[src/rtl/adc_regs_pkg.sv]
// Purpose: Shared constants of the converter register bank.
// Assumes: Register select codes and reset values as mapped below.
// Notes: Narrow registers are 8 bits, wide ones 24 bits.
package adc_regs_pkg;

    localparam int REG_W = 8;
    localparam int WIDE_W = 24;
    localparam int SEL_W = 4;
    localparam int RATE_W = 3;
    localparam int CNT_W = 5;

    ////////////////////////////////////////////////////////////////////////
    // Register select codes
    localparam logic [3:0] SEL_STATUS = 4'h0;
    localparam logic [3:0] SEL_CONV = 4'h1;
    localparam logic [3:0] SEL_PINIO = 4'h2;
    localparam logic [3:0] SEL_GAINCAL = 4'h3;
    localparam logic [3:0] SEL_RESULT = 4'h4;
    localparam logic [3:0] SEL_SYS_ZERO = 4'h5;
    localparam logic [3:0] SEL_SYS_SPAN = 4'h6;
    localparam logic [3:0] SEL_SELF_ZERO = 4'h7;
    localparam logic [3:0] SEL_SELF_SPAN = 4'h8;

    ////////////////////////////////////////////////////////////////////////
    // Reset values and writable masks
    localparam logic [7:0] CONV_RST = 8'h02;
    localparam logic [7:0] PINIO_RST = 8'h0f;
    localparam logic [7:0] GAINCAL_RST = 8'h1e;
    localparam logic [23:0] WIDE_RST = 24'h000000;
    localparam logic [7:0] CONV_WMASK = 8'hfe;
    localparam logic [7:0] GAINCAL_WMASK = 8'hfe;

    ////////////////////////////////////////////////////////////////////////
    // Field positions of conversion_setup
    localparam int CS_MAINS = 7;
    localparam int CS_UNI = 6;
    localparam int CS_CLK = 5;
    localparam int CS_REF_BUFFER_ENABLE = 4;
    localparam int CS_INBUF = 3;
    localparam int CS_FMT = 2;
    localparam int CS_SINGLE = 1;

    ////////////////////////////////////////////////////////////////////////
    // Command byte layout and bit counts
    localparam logic [2:0] CMD_REG_ACCESS = 3'b110;
    localparam int CMD_RW = 0;
    localparam logic CMD_READ = 1'b1;
    localparam logic [4:0] CNT_CMD_LAST = 5'd7;
    localparam logic [4:0] CNT_NARROW_LAST = 5'd7;
    localparam logic [4:0] CNT_WIDE_LAST = 5'd23;

    // Results after a continuous start up to the first settled one
    localparam logic [1:0] SETTLE_RESULTS = 2'd3;

    // Calibration targets
    localparam logic [1:0] TRIM_SYS_ZERO = 2'd0;
    localparam logic [1:0] TRIM_SYS_SPAN = 2'd1;
    localparam logic [1:0] TRIM_SELF_ZERO = 2'd2;
    localparam logic [1:0] TRIM_SELF_SPAN = 2'd3;

endpackage

[src/rtl/adc_register_bank.sv]
// Purpose: Register bank and serial access of a delta-sigma converter.
// Assumes: Core events are one-cycle pulses on clk.
// Notes: Serial pins are sampled by clk, so sclk must stay slow.
// Notes on behaviour
// - Four-bit select picks nine 8/24-bit registers
// - Span calibration overrange sets overflow flag
// - Rate field shows rate of the last result or calibration end
// - Clip-high flag follows result limiting at maximum
// - Clip-low flag follows result limiting at minimum
// - Modulator flag high while converting or calibrating
// - Ready flag sets when result arrives
// - Start clears ready only if result read
// - Read during next conversion clears ready
// - Mains bit picks 50Hz or 60Hz rates
// - Polarity bit picks unipolar or bipolar
// - Clock bit picks external or internal clock
// - Buffer enable bits power buffers up/down
// - Format bit picks bipolar output coding
// - Single-shot converts once then sleeps
// - Continuous mode marks first two results unsettled
// - Command byte: 110, select, write/read bit
// - Data in on rise, out on fall, MSB first
// - Result register ignores writes
module adc_register_bank
    import adc_regs_pkg::*;
(
    // Clock and reset
    input wire logic clk,
    input wire logic rst_n,
    // Serial pins
    input wire logic sclkPin,
    input wire logic csPinN,
    input wire logic dinPin,
    output logic rdyDoutPin,
    output logic rdyDoutOe,
    // Converter core events
    input wire logic convStart,
    input wire logic calStart,
    input wire logic [RATE_W-1:0] convRate,
    input wire logic resultValid,
    input wire logic [WIDE_W-1:0] resultRaw,
    input wire logic resultClipHigh,
    input wire logic resultClipLow,
    input wire logic calDone,
    input wire logic spanCalOverflow,
    input wire logic powerDownCmd,
    // Calibration write-back
    input wire logic calWrite,
    input wire logic [1:0] calTarget,
    input wire logic [WIDE_W-1:0] calValue,
    // Setup towards the analog side
    output logic mainsSelect,
    output logic unipolarSelect,
    output logic clockSourceSelect,
    output logic refBufferEnable,
    output logic inputBufferEnable,
    output logic singleShotSelect,
    output logic [REG_W-1:0] pinIoSetup,
    output logic [REG_W-1:0] gainCalSetup,
    output logic [WIDE_W-1:0] systemZeroTrim,
    output logic [WIDE_W-1:0] systemSpanTrim,
    output logic [WIDE_W-1:0] selfZeroTrim,
    output logic [WIDE_W-1:0] selfSpanTrim,
    // Converter state
    output logic modulatorActive,
    output logic resultSettled,
    output logic sleepRequest
);

    ////////////////////////////////////////////////////////////////////////
    // Serial front end

    typedef enum logic [4:0] {
        ST_IDLE = 5'b00001,
        ST_CMD = 5'b00010,
        ST_WR = 5'b00100,
        ST_RD = 5'b01000,
        ST_SKIP = 5'b10000
    } spi_state_e;

    spi_state_e state_q;
    spi_state_e state_d;
    logic sclkRise;
    logic sclkFall;
    logic csActive;
    logic dinBit;

    spi_pin_sync u_sync
    (
        .clk(clk),
        .rst_n(rst_n),
        .sclkPin(sclkPin),
        .csPinN(csPinN),
        .dinPin(dinPin),
        .sclkRise(sclkRise),
        .sclkFall(sclkFall),
        .csActive(csActive),
        .dinBit(dinBit)
    );

    logic [CNT_W-1:0] bitCnt_q;
    logic [WIDE_W-1:0] shiftIn_q;
    logic [WIDE_W-1:0] shiftOut_q;
    logic [SEL_W-1:0] sel_q;
    logic firstOut_q;
    logic pinOut_q;
    logic pinOe_q;

    logic [WIDE_W-1:0] inWord;
    logic [REG_W-1:0] cmdByte;
    logic cmdDone;
    logic cmdIsReg;
    logic cmdIsRead;
    logic selWide;
    logic [CNT_W-1:0] lastCnt;
    logic dataDone;
    logic wrStrobe;
    logic readDone;

    assign inWord = {shiftIn_q[WIDE_W-2:0], dinBit};
    assign cmdByte = inWord[REG_W-1:0];
    assign cmdDone = state_q == ST_CMD && sclkRise && bitCnt_q == CNT_CMD_LAST;
    assign cmdIsReg = cmdByte[7:5] == CMD_REG_ACCESS;
    assign cmdIsRead = cmdByte[CMD_RW] == CMD_READ;
    assign selWide = sel_q >= SEL_RESULT && sel_q <= SEL_SELF_SPAN;
    assign lastCnt = selWide ? CNT_WIDE_LAST : CNT_NARROW_LAST;
    assign dataDone = sclkRise && bitCnt_q == lastCnt;
    assign wrStrobe = state_q == ST_WR && dataDone;
    assign readDone = state_q == ST_RD && dataDone && sel_q == SEL_RESULT;

    always_comb
    begin
        state_d = state_q;
        unique case (state_q)
            ST_IDLE:
                if (csActive)
                    state_d = ST_CMD;
            ST_CMD:
                if (cmdDone)
                    state_d = !cmdIsReg ? ST_SKIP : cmdIsRead ? ST_RD : ST_WR;
            ST_WR, ST_RD:
                if (dataDone)
                    state_d = ST_SKIP;
            ST_SKIP:
                state_d = ST_SKIP;
        endcase
        // Raising select aborts any transfer in flight
        if (!csActive)
            state_d = ST_IDLE;
    end

    always_ff @(posedge clk)
    begin
        if (!rst_n)
        begin
            state_q <= ST_IDLE;
            bitCnt_q <= '0;
            shiftIn_q <= WIDE_RST;
            sel_q <= SEL_STATUS;
        end
        else
        begin
            state_q <= state_d;
            if (state_d != state_q)
                bitCnt_q <= '0;
            else if (sclkRise)
                bitCnt_q <= bitCnt_q + 5'd1;
            if (sclkRise)
                shiftIn_q <= inWord;
            if (cmdDone)
                sel_q <= cmdByte[4:1];
        end
    end

    ////////////////////////////////////////////////////////////////////////
    // Register file

    logic [REG_W-1:0] convSetup_q;
    logic [REG_W-1:0] pinIo_q;
    logic [REG_W-1:0] gainCal_q;
    logic [WIDE_W-1:0] trim_q [4];
    logic [WIDE_W-1:0] resultWord;

    // Trim select codes are contiguous from system zero
    logic [1:0] wrTrim;
    logic wrIsTrim;
    logic [SEL_W-1:0] trimOff;

    assign trimOff = sel_q - SEL_SYS_ZERO;
    assign wrTrim = trimOff[1:0];
    assign wrIsTrim = sel_q >= SEL_SYS_ZERO && sel_q <= SEL_SELF_SPAN;

    always_ff @(posedge clk)
    begin
        if (!rst_n)
        begin
            convSetup_q <= CONV_RST;
            pinIo_q <= PINIO_RST;
            gainCal_q <= GAINCAL_RST;
        end
        else if (wrStrobe)
        begin
            if (sel_q == SEL_CONV)
                convSetup_q <= inWord[REG_W-1:0] & CONV_WMASK;
            if (sel_q == SEL_PINIO)
                pinIo_q <= inWord[REG_W-1:0];
            if (sel_q == SEL_GAINCAL)
                gainCal_q <= inWord[REG_W-1:0] & GAINCAL_WMASK;
        end
    end

    // Calibration overwrites a host value written in the same cycle
    for (genvar t = 0; t < 4; t++)
    begin : g_trim
        always_ff @(posedge clk)
        begin
            if (!rst_n)
                trim_q[t] <= WIDE_RST;
            else if (calWrite && calTarget == 2'(t))
                trim_q[t] <= calValue;
            else if (wrStrobe && wrIsTrim && wrTrim == 2'(t))
                trim_q[t] <= inWord;
        end
    end

    ////////////////////////////////////////////////////////////////////////
    // Status tracking

    logic ready_q;
    logic readSeen_q;
    logic startedSince_q;
    logic spanOvf_q;
    logic clipHigh_q;
    logic clipLow_q;
    logic modActive_q;
    logic sleep_q;
    logic [RATE_W-1:0] pendingRate_q;
    logic [RATE_W-1:0] statusRate_q;
    logic anyStart;
    logic freshStart;
    logic [REG_W-1:0] statusByte;

    assign anyStart = convStart | calStart;
    assign freshStart = convStart & ~modActive_q;

    always_ff @(posedge clk)
    begin
        if (!rst_n)
        begin
            ready_q <= 1'b0;
            readSeen_q <= 1'b0;
            startedSince_q <= 1'b0;
        end
        else if (resultValid)
        begin
            // A new result wins over any clear in the same cycle
            ready_q <= 1'b1;
            readSeen_q <= 1'b0;
            startedSince_q <= 1'b0;
        end
        else
        begin
            if (convStart)
                startedSince_q <= 1'b1;
            if (readDone)
                readSeen_q <= 1'b1;
            if (convStart && readSeen_q)
                ready_q <= 1'b0;
            if (readDone && (startedSince_q || convStart))
                ready_q <= 1'b0;
        end
    end

    always_ff @(posedge clk)
    begin
        if (!rst_n)
        begin
            spanOvf_q <= 1'b0;
            clipHigh_q <= 1'b0;
            clipLow_q <= 1'b0;
            pendingRate_q <= '0;
            statusRate_q <= '0;
        end
        else
        begin
            if (calDone)
                spanOvf_q <= spanCalOverflow;
            if (anyStart)
                pendingRate_q <= convRate;
            if (resultValid || calDone)
                statusRate_q <= pendingRate_q;
            if (resultValid)
            begin
                clipHigh_q <= resultClipHigh;
                clipLow_q <= resultClipLow;
            end
        end
    end

    // Start wins over a stop in the same cycle
    always_ff @(posedge clk)
    begin
        if (!rst_n)
        begin
            modActive_q <= 1'b0;
            sleep_q <= 1'b0;
        end
        else if (anyStart)
        begin
            modActive_q <= 1'b1;
            sleep_q <= 1'b0;
        end
        else if (calDone || powerDownCmd || (resultValid && singleShotSelect))
        begin
            modActive_q <= 1'b0;
            sleep_q <= powerDownCmd | (resultValid & singleShotSelect);
        end
    end

    assign statusByte = {spanOvf_q, statusRate_q, clipHigh_q, clipLow_q, modActive_q, ready_q};

    result_capture u_result
    (
        .clk(clk),
        .rst_n(rst_n),
        .resultValid(resultValid),
        .resultRaw(resultRaw),
        .freshStart(freshStart),
        .unipolar(unipolarSelect),
        .offsetBinary(convSetup_q[CS_FMT]),
        .singleShot(singleShotSelect),
        .resultWord(resultWord),
        .resultSettled(resultSettled)
    );

    ////////////////////////////////////////////////////////////////////////
    // Read path; narrow registers leave from the top byte

    logic [WIDE_W-1:0] readWord;
    logic [REG_W-1:0] narrowWord;

    assign narrowWord = sel_q == SEL_STATUS ? statusByte
        : sel_q == SEL_CONV ? convSetup_q
        : sel_q == SEL_PINIO ? pinIo_q
        : sel_q == SEL_GAINCAL ? gainCal_q
        : 8'h00;
    assign readWord = sel_q == SEL_RESULT ? resultWord
        : wrIsTrim ? trim_q[wrTrim]
        : {narrowWord, 16'h0000};

    // Idle pin shows ready low while a result waits
    always_ff @(posedge clk)
    begin
        if (!rst_n)
        begin
            shiftOut_q <= WIDE_RST;
            firstOut_q <= 1'b1;
            pinOut_q <= 1'b1;
            pinOe_q <= 1'b0;
        end
        else
        begin
            pinOe_q <= csActive;
            if (state_q != ST_RD)
            begin
                firstOut_q <= 1'b1;
                pinOut_q <= ~ready_q;
            end
            else if (sclkFall)
            begin
                firstOut_q <= 1'b0;
                pinOut_q <= firstOut_q ? readWord[WIDE_W-1] : shiftOut_q[WIDE_W-1];
                shiftOut_q <= firstOut_q ? readWord << 1 : shiftOut_q << 1;
            end
        end
    end

    assign rdyDoutPin = pinOut_q;
    assign rdyDoutOe = pinOe_q;

    ////////////////////////////////////////////////////////////////////////
    // Outputs

    assign mainsSelect = convSetup_q[CS_MAINS];
    assign unipolarSelect = convSetup_q[CS_UNI];
    assign clockSourceSelect = convSetup_q[CS_CLK];
    assign refBufferEnable = convSetup_q[CS_REF_BUFFER_ENABLE];
    assign inputBufferEnable = convSetup_q[CS_INBUF];
    assign singleShotSelect = convSetup_q[CS_SINGLE];
    assign pinIoSetup = pinIo_q;
    assign gainCalSetup = gainCal_q;
    assign systemZeroTrim = trim_q[TRIM_SYS_ZERO];
    assign systemSpanTrim = trim_q[TRIM_SYS_SPAN];
    assign selfZeroTrim = trim_q[TRIM_SELF_ZERO];
    assign selfSpanTrim = trim_q[TRIM_SELF_SPAN];
    assign modulatorActive = modActive_q;
    assign sleepRequest = sleep_q;
endmodule

[src/rtl/result_capture.sv]
// Purpose: Hold the conversion result in its output format.
// Assumes: Raw results arrive as offset binary.
// Notes: Only the converter core loads it; the serial side cannot.
module result_capture
    import adc_regs_pkg::*;
(
    // Clock and reset
    input wire logic clk,
    input wire logic rst_n,
    // Core side
    input wire logic resultValid,
    input wire logic [WIDE_W-1:0] resultRaw,
    input wire logic freshStart,
    input wire logic unipolar,
    input wire logic offsetBinary,
    input wire logic singleShot,
    // Held result
    output logic [WIDE_W-1:0] resultWord,
    output logic resultSettled
);

    logic [1:0] settleCnt_q;
    logic flipMsb;

    // Unipolar ignores the format bit
    assign flipMsb = ~unipolar & ~offsetBinary;

    always_ff @(posedge clk)
    begin
        if (!rst_n)
        begin
            resultWord <= WIDE_RST;
            settleCnt_q <= 2'd0;
        end
        else
        begin
            if (resultValid)
                resultWord <= resultRaw ^ {flipMsb, {(WIDE_W-1){1'b0}}};
            if (freshStart)
                settleCnt_q <= 2'd0;
            else if (resultValid && settleCnt_q != SETTLE_RESULTS)
                settleCnt_q <= settleCnt_q + 2'd1;
        end
    end

    assign resultSettled = singleShot | (settleCnt_q == SETTLE_RESULTS);

endmodule

[src/rtl/spi_pin_sync.sv]
// Purpose: Bring the serial pins into the clk domain, find clock edges.
// Assumes: Pins are asynchronous to clk and slower than clk / 4.
// Notes: Edges are one-cycle pulses gated by chip select.
module spi_pin_sync
(
    // Clock and reset
    input wire logic clk,
    input wire logic rst_n,
    // Pins
    input wire logic sclkPin,
    input wire logic csPinN,
    input wire logic dinPin,
    // Synchronised view
    output logic sclkRise,
    output logic sclkFall,
    output logic csActive,
    output logic dinBit
);

    logic [2:0] meta_q;
    logic [2:0] sync_q;
    logic sclkPrev_q;

    // Stage one is read only by stage two
    always_ff @(posedge clk)
    begin
        if (!rst_n)
        begin
            meta_q <= 3'h1;
            sync_q <= 3'h1;
            sclkPrev_q <= 1'b0;
        end
        else
        begin
            meta_q <= {dinPin, sclkPin, csPinN};
            sync_q <= meta_q;
            sclkPrev_q <= sync_q[1];
        end
    end

    assign csActive = ~sync_q[0];
    assign dinBit = sync_q[2];
    assign sclkRise = csActive & sync_q[1] & ~sclkPrev_q;
    assign sclkFall = csActive & ~sync_q[1] & sclkPrev_q;

endmodule

[config.mk]
export PLATFORM = sky130hd
export DESIGN_NAME = adc_register_bank
export DESIGN_NICKNAME = d
export VERILOG_FILES = /design/src/rtl/adc_regs_pkg.sv /design/src/rtl/adc_register_bank.sv /design/src/rtl/result_capture.sv /design/src/rtl/spi_pin_sync.sv
export SDC_FILE = /design/constraint.sdc
export NUM_CORES = 1
export LEC_CHECK = 0
export BUFFER_PORTS_ARGS = -buffer_cell sky130_fd_sc_hd__clkbuf_2
export CAP_MARGIN = 20
export CORE_MARGIN = 4
export CORE_UTILIZATION = 45
export DETAILED_ROUTE_END_ITERATION = 12
export PLACE_DENSITY_LB_ADDON = 0.3
export SLEW_MARGIN = 30
export SYNTH_ARGS = -nofsm -noshare
export SYNTH_HDL_FRONTEND = slang
export SYNTH_SLANG_ARGS = --single-unit
[constraint.sdc]
create_clock -name clk -period 4.9 [get_ports clk]
set_input_delay 0.735 -clock clk [delete_from_list [all_inputs] [get_ports clk]]
set_output_delay 0.735 -clock clk [all_outputs]
set_load 0.005 [all_outputs]
==> out/results.ini, run 1 <==
[synthesis]
synth-adder-area-share_pct = 0.8235
yosysSeqAreaShare_pct = 51.95
syn_inst = 955
synth-seq-cells = 228
syn-cell-area_sq_um = 10640
synth_cell_types = 59
yosysWarnings = 0
synth_top_family_by_area = compound AO/OA/AOI/OAI gates
synth-edff-count = 96
yosysTopAreaCellShare_pct = 27.11
synth_simple_gate_area_share_pct = 12.39
synthMuxAreaShare_pct = 8.847
syn-num-nets = 1029
async_flop_share_pct = 0
synth_ff_type = dfxtp_1
synthTopCellsByArea = edfxtp_1, dfxtp_1, a22o_1
synth_compound_area_share_pct = 21.11
synthXorXnorAreaFrac_pct = 0.5765
synth_largest_area_cell = edfxtp_1
syn_area_per_cell_sq_um = 11.14

[global_route]
grt_overflow_total = 0
grt_pass1_vias = 8307
antenna_found_initial = 1
grt_max_degree = 74
track_usage_pct = 23.27
grt_pass1_wl_um = 48220

[place]
place_ws_ns = 1.351
placed_cell_area_sq_um = 11690
port_buffers = 188
hpwlAfterDp_um = 21470
place.gp.congestion = 0.9320

[floorplan]
dieHeight_um = 161.7
initial_core_util_pct = 46.41
pin_count = 190
row_count = 55
core_sq_um = 22920
die_area_sq_um = 26160
die-width_um = 161.7

[sta]
grt_setup_unrepaired = no
tightest_slew_ns = 0.9846
period_share_pct = 73.41
slew_headroom_pct = 34.07
setup_viol = 0
tns_ns = 0
min_period_ns = 3.597
hold_viol = 0
worst_slack_ns = 1.303
skew_ns = 0.02727
max_freq_mhz = 278.0
finalMaxSlewViolations = 0
worst_hold_slack_ns = 0.4060

[critical_path]
worstSetupStartpointType = flop
crit_arrival_ns = 3.82
worstSetupEndpointType = flop
cp_max_fo = 15
cp.required_ns = 5.12
critical_path_class = flop to flop

[power_and_ir_drop]
power_density_nw_per_um2 = 341.3
peakVddDrop_uv = 240.7
p_seq_share_pct = 49.9
p_comb_share_pct = 6.4
p_sw_share_pct = 23.16
leakage_nw = 4.827
p_sw_mw = 0.9891
clock_power_share_pct = 43.7
p_int_mw = 3.281

[route]
drt_wl_total_um = 31370
drc = 0
drtPass1Iterations = 5
avgRoutedWirePerCell_um = 21.95
drt_iter0_drc = 678
ant_nets = 0
vias = 8469
vias_per_cell = 5.927

[clock_network]
h-tree-depth = 1
cts_num_sinks = 228
cts_root_buf = clkbuf_16
cts_resized = 0
clock_latency_ns = 0.54
cts_setup_buffers = 0
cts_buffers = 26
cts_tree = done
clkTransAtPathRegs_ns = 0.06
cts_buffer_depth = 3
holdBufCountCts = 0

[cells_and_area]
diodes = 0
final_area_sq_um = 12510
drive_gt1_share_pct = 25.18
layout_commonest_cell = clkbuf_2
final_nets = 1170
final_cell_mix = clkbuf_2, dfxtp_1, nand2_1
area_growth_pct = 17.63
finish.utilization_pct = 54.59

[run_status]
status = finished clean

[run]
drv_cap = 0

[worst_hold_path]
hp-class = primary input to flop

-- area by class of cell --
class | count | area [sq um]
Multi-Input combinational cell | 627 | 4684
Timing Repair Buffer | 201 | 1044
Sequential cell | 228 | 5527
Clock inverter | 8 | 86.33
Fill cell | 2041 | 10410
Inverter | 12 | 45.04
Tap cell | 313 | 391.6
Clock buffer | 40 | 733.2
-- metal layers --
layer | vias to the layer above | share of wire (%) | track usage [%]
met4 | 2 | 2.9 | 6.959
met1 | 4082 | 41 | 31.98
met2 | 453 | 46 | 37.08
met3 | 63 | 9.9 | 5.354
li1 | 3869 | - | -
met5 | - | 0.041 | 0
-- cell usage after synthesis (3+ instances only) --
library cell	number
a21o_1	7
and3_1	4
mux4_2	24
a221o_1	15
nor2_1	24
nor4_1	3
o211ai_1	23
nor2_8	4
clkbuf_1	72
a22o_1	96
nor3_1	5
ha_1	7
dfxtp_1	132
edfxtp_1	96
and2_1	8
nor2b_1	33
inv_1	12
nand3b_1	6
o2111a_1	6
o21ai_0	38
or3_1	7
a21boi_0	45
a22oi_1	9
o21a_1	7
nand4_1	5
a21oi_1	23
nand2_1	120
xnor2_1	3
nand3_1	19
a31oi_1	4
xor2_1	4
nor3b_1	5
buf_6	9
nand2b_1	7
mux2i_1	40
-- through the flow --
stage | cells | total power, mW
after detailed placement | 1381 | 2.442
after global routing | 1429 | 4.412
after global placement | 1381 | 2.439
final | 1429 | 4.270
after floorplan | 955 | 2.270
after CTS | 1429 | 4.290
-- power by group through the flow --
| stage | logic [mW] | registers [mW] | clock network, mW |
|---|---|---|---|
| final | 0.275 | 2.13 | 1.87 |
| after global routing | 0.300 | 2.14 | 1.98 |
| after CTS | 0.276 | 2.13 | 1.89 |
| after detailed placement | 0.275 | 2.17 | 0 |
| after global placement | 0.272 | 2.17 | 0 |
| after floorplan | 0.124 | 2.15 | 0 |
-- flip-flops by register name, summed over array words and instances (netlist names), 4 cells and up --
signal	count
sel_q	4
shiftIn_q	23
state_q	5
trim_q	96
gainCalSetup	7
bitCnt_q	5
u_result.resultWord	24
pinIoSetup	8
shiftOut_q	23
convSetup_q	7
-- cells by family after synthesis --
logic type	count (synthesis)
xor gates and xnor gates	7
other	1
and+or+nand+nor	259
AOI/OAI and AO/OA	289
buffers and inverters	100
adders and majority gates	7
DFF	228
muxes	64
-- worst max-delay path: stages (launching register included) --
cell and delay, ns:
dfxtp_1 0.39, inv_1 0.10, ha_1 0.36, and3b_1 0.30, or3_1 0.51, a21o_1 0.28, nor4_1 0.44, a21o_1 0.57
buf_4 0.34
-- final timing paths --
path,startpoint,endpoint,slack [ns],cells past startpoint
max,sel_q[1],trim_q[1][17],1.30,8
min,dinPin,u_sync.meta_q[2],0.41,2
max reg2reg,sel_q[1],trim_q[1][17],1.30,8
min reg2reg,u_sync.meta_q[2],u_sync.sync_q[2],0.43,1
Note: power is estimated with default switching activity, not from simulation.
==> run 2, diff against run 1 <==
Clock period 4.9 ns to 3.25 ns, I/O delays scaled along.
==> run 2 against run 1 <==
  * Sequential share of layout area down 0.33 points
  * Cell area increased by 0.75%
  * Routed wire length is 0.68% lower
  * Combinational power up 52%
  * Flip-flop and latch count unchanged
  * Non-clock buffer count grew 11
  * Fmax up 15%
  * Worst hold slack lost 0.24 ns
  * Count of clock-buffer cells in the layout fell by 7
  * First-iteration DRC count decreased by 9.9%
  * Global-route usage about the same
  * Critical endpoint is now trim_q[0][5]
==> out/results.ini, run 2 (synthesis gave the netlist of run 1 again) <==
[run_status]
status = finished clean  ; unchanged

[place]
hpwlAfterDp_um = 21200  ; was 21,470 um
place.gp.congestion = 0.9198  ; was 0.9320
placed_cell_area_sq_um = 11780  ; was 11,690 sq um
port_buffers = 188  ; unchanged
placed_cells = 1392  ; was 1,381

[route]
vias = 8404  ; was 8,469
avgRoutedWirePerCell_um = 21.63  ; was 21.95 um
drtPass1Iterations = 5  ; unchanged
wl_met3_um = 3178  ; was 3116 um
ant_nets = 0  ; unchanged
vias_per_cell = 5.836  ; was 5.927
dr.max_layer_used = met5  ; unchanged
drt_wl_total_um = 31150  ; was 31,370 um
wirelength_met1_um = 12840  ; was 12,890 um
drt_iter0_drc = 611  ; was 678
met2_length_um = 14100  ; was 14,430 um
drc = 0  ; unchanged

[power_and_ir_drop]
power_density_nw_per_um2 = 509.5  ; was 341.3 nW/um^2
p_sw_mw = 1.508  ; was 0.9891 mW
clock_power_share_pct = 43.5  ; was 43.7%
p_int_mw = 4.914  ; was 3.281 mW
p_seq_share_pct = 50.0  ; was 49.9%
p_comb_share_pct = 6.5  ; was 6.4%
leakage_nw = 4.884  ; was 4.827 nW
p_sw_share_pct = 23.49  ; was 23.16%
finalPower_mw = 6.422  ; was 4.270 mW
peakVddDrop_uv = 361.5  ; was 240.7 uV

[critical_path]
cp.required_ns = 3.42  ; was 5.12 ns
worstReg2RegEnd = trim_q[0][5]  ; was trim_q[1][17]
crit_arrival_ns = 3.31  ; was 3.82 ns
reg2reg_depth = 8  ; unchanged
r2r_start = sel_q[1]  ; unchanged
critical_path_class = flop to flop  ; unchanged
worstSetupStartpointType = flop  ; unchanged
r2r_slack_ns = 0.11  ; was 1.30 ns
cp_max_fo = 24  ; was 15
worstSetupEndpointType = flop  ; unchanged

[clock_network]
cts_setup_buffers = 0  ; unchanged
cts_buffer_depth = 3  ; unchanged
cts_tree = done  ; unchanged
cts_buffers = 26  ; unchanged
clkTransAtPathRegs_ns = 0.06  ; about the same
cts_resized = 0  ; unchanged
cts_num_sinks = 228  ; unchanged
cts_root_buf = clkbuf_16  ; unchanged
h-tree-depth = 1  ; unchanged
holdBufCountCts = 0  ; unchanged
clock_latency_ns = 0.54  ; about the same

[floorplan]
row_count = 55  ; unchanged
dieHeight_um = 161.7  ; unchanged
die_area_sq_um = 26160  ; unchanged
die-width_um = 161.7  ; unchanged
initial_core_util_pct = 46.41  ; unchanged
pin_count = 190  ; unchanged
core_sq_um = 22920  ; unchanged

[cells_and_area]
area_growth_pct = 18.52  ; was 17.63%
top_regs = trim_q x96, u_result.resultWord x24  ; unchanged
layout_commonest_cell = clkbuf_2  ; unchanged
largest_register = trim_q  ; unchanged
fillers = 2032  ; was 2,041
largest_reg_flops = 96  ; unchanged
multi_input_area_sq_um = 4690  ; was 4684 sq um
final_nets = 1181  ; was 1,170
finalNonFillerCells = 1440  ; was 1,429
seqCellArea_sq_um = 5527  ; unchanged
drive_gt1_share_pct = 26.26  ; was 25.18%
diodes = 0  ; unchanged
final_cell_mix = clkbuf_2, dfxtp_1, nand2_1  ; unchanged
final_area_sq_um = 12600  ; was 12,510 sq um

[sta]
max_freq_mhz = 318.7  ; was 278.0 MHz
hold_viol = 0  ; unchanged
period_share_pct = 96.54  ; was 73.41%
worst_hold_slack_ns = 0.1673  ; was 0.4060 ns
slew_headroom_pct = 41.52  ; was 34.07%
tightest_slew_ns = 0.8771  ; was 0.9846 ns
skew_ns = 0.02584  ; was 0.02727 ns
min_period_ns = 3.138  ; was 3.597 ns
grt_setup_unrepaired = no  ; unchanged
setup_viol = 0  ; unchanged
tns_ns = 0  ; unchanged
finalMaxSlewViolations = 0  ; unchanged

[worst_hold_path]
hp-class = primary input to flop  ; unchanged
hold_depth = 2  ; unchanged
holdCritStartpoint = dinPin  ; unchanged
whs_endpoint = u_sync.meta_q[2]  ; unchanged

[global_route]
track_usage_pct = 23.24  ; was 23.27%
grt_overflow_total = 0  ; unchanged
grt_max_degree = 81  ; was 74
grt_pass1_vias = 8098  ; was 8,307
grt_pass1_wl_um = 47960  ; was 48,220 um
antenna_found_initial = 1  ; unchanged

[run]
drv_cap = 0  ; unchanged

[run 2: layer usage]
metal,GRT usage (%),vias to the layer above
li1,-,3892
met1,32.59,4017
met2,35.80,423
met3,5.887,70
met4,7.151,2
met5,0,-
[run 2: how the worst max path moves through the flow]
stage | from | endpoint | slack, ns | depth (start not counted)
CTS | sel_q[1] | trim_q[0][5] | 0.17 | 8
global route | sel_q[1] | trim_q[0][7] | 0.01 | 8
global placement | sel_q[1] | trim_q[2][12] | 0.34 | 7
finish | sel_q[1] | trim_q[0][5] | 0.11 | 8
detailed placement | sel_q[1] | trim_q[0][12] | 0.20 | 8
floorplan | sel_q[0] | trim_q[2][0] | -0.58 | 9
[run 2: area by class of cell]
class                           instances  share of cell area (%)
Clock buffer                           33                   5.529
Inverter                               12                  0.3971
Multi-Input combinational cell        627                   37.20
Tap cell                              313                   3.107
Clock inverter                         15                   1.003
Timing Repair Buffer                  212                   8.914
Sequential cell                       228                   43.85
[run 2: power groups by stage]
stage	sequential [mW]	combinational (mW)	clock, mW
final	3.21	0.417	2.79
after global placement	3.27	0.410	0
after floorplan	3.24	0.187	0
after CTS	3.21	0.419	2.82
after global routing	3.22	0.454	2.95
after detailed placement	3.27	0.416	0
[run 2: through the flow]
stage,setup slack [ns],utilization [%]
4_1_cts,0.1678,55.00
3_5_place_dp,0.2000,51.41
6_report,0.1124,55.00
2_1_floorplan,-0.5802,-
3_3_place_gp,0.3413,51.41
5_1_grt,0.01153,55.00
[run 2: worst max-delay path, stage by stage, from the launching register on]
cell and delay, ns:
dfxtp_1 0.38, inv_1 0.12, ha_4 0.18, and3b_2 0.23, or3_1 0.53, a21o_1 0.28, nor4_1 0.47, a21o_1 0.19
buf_4 0.36
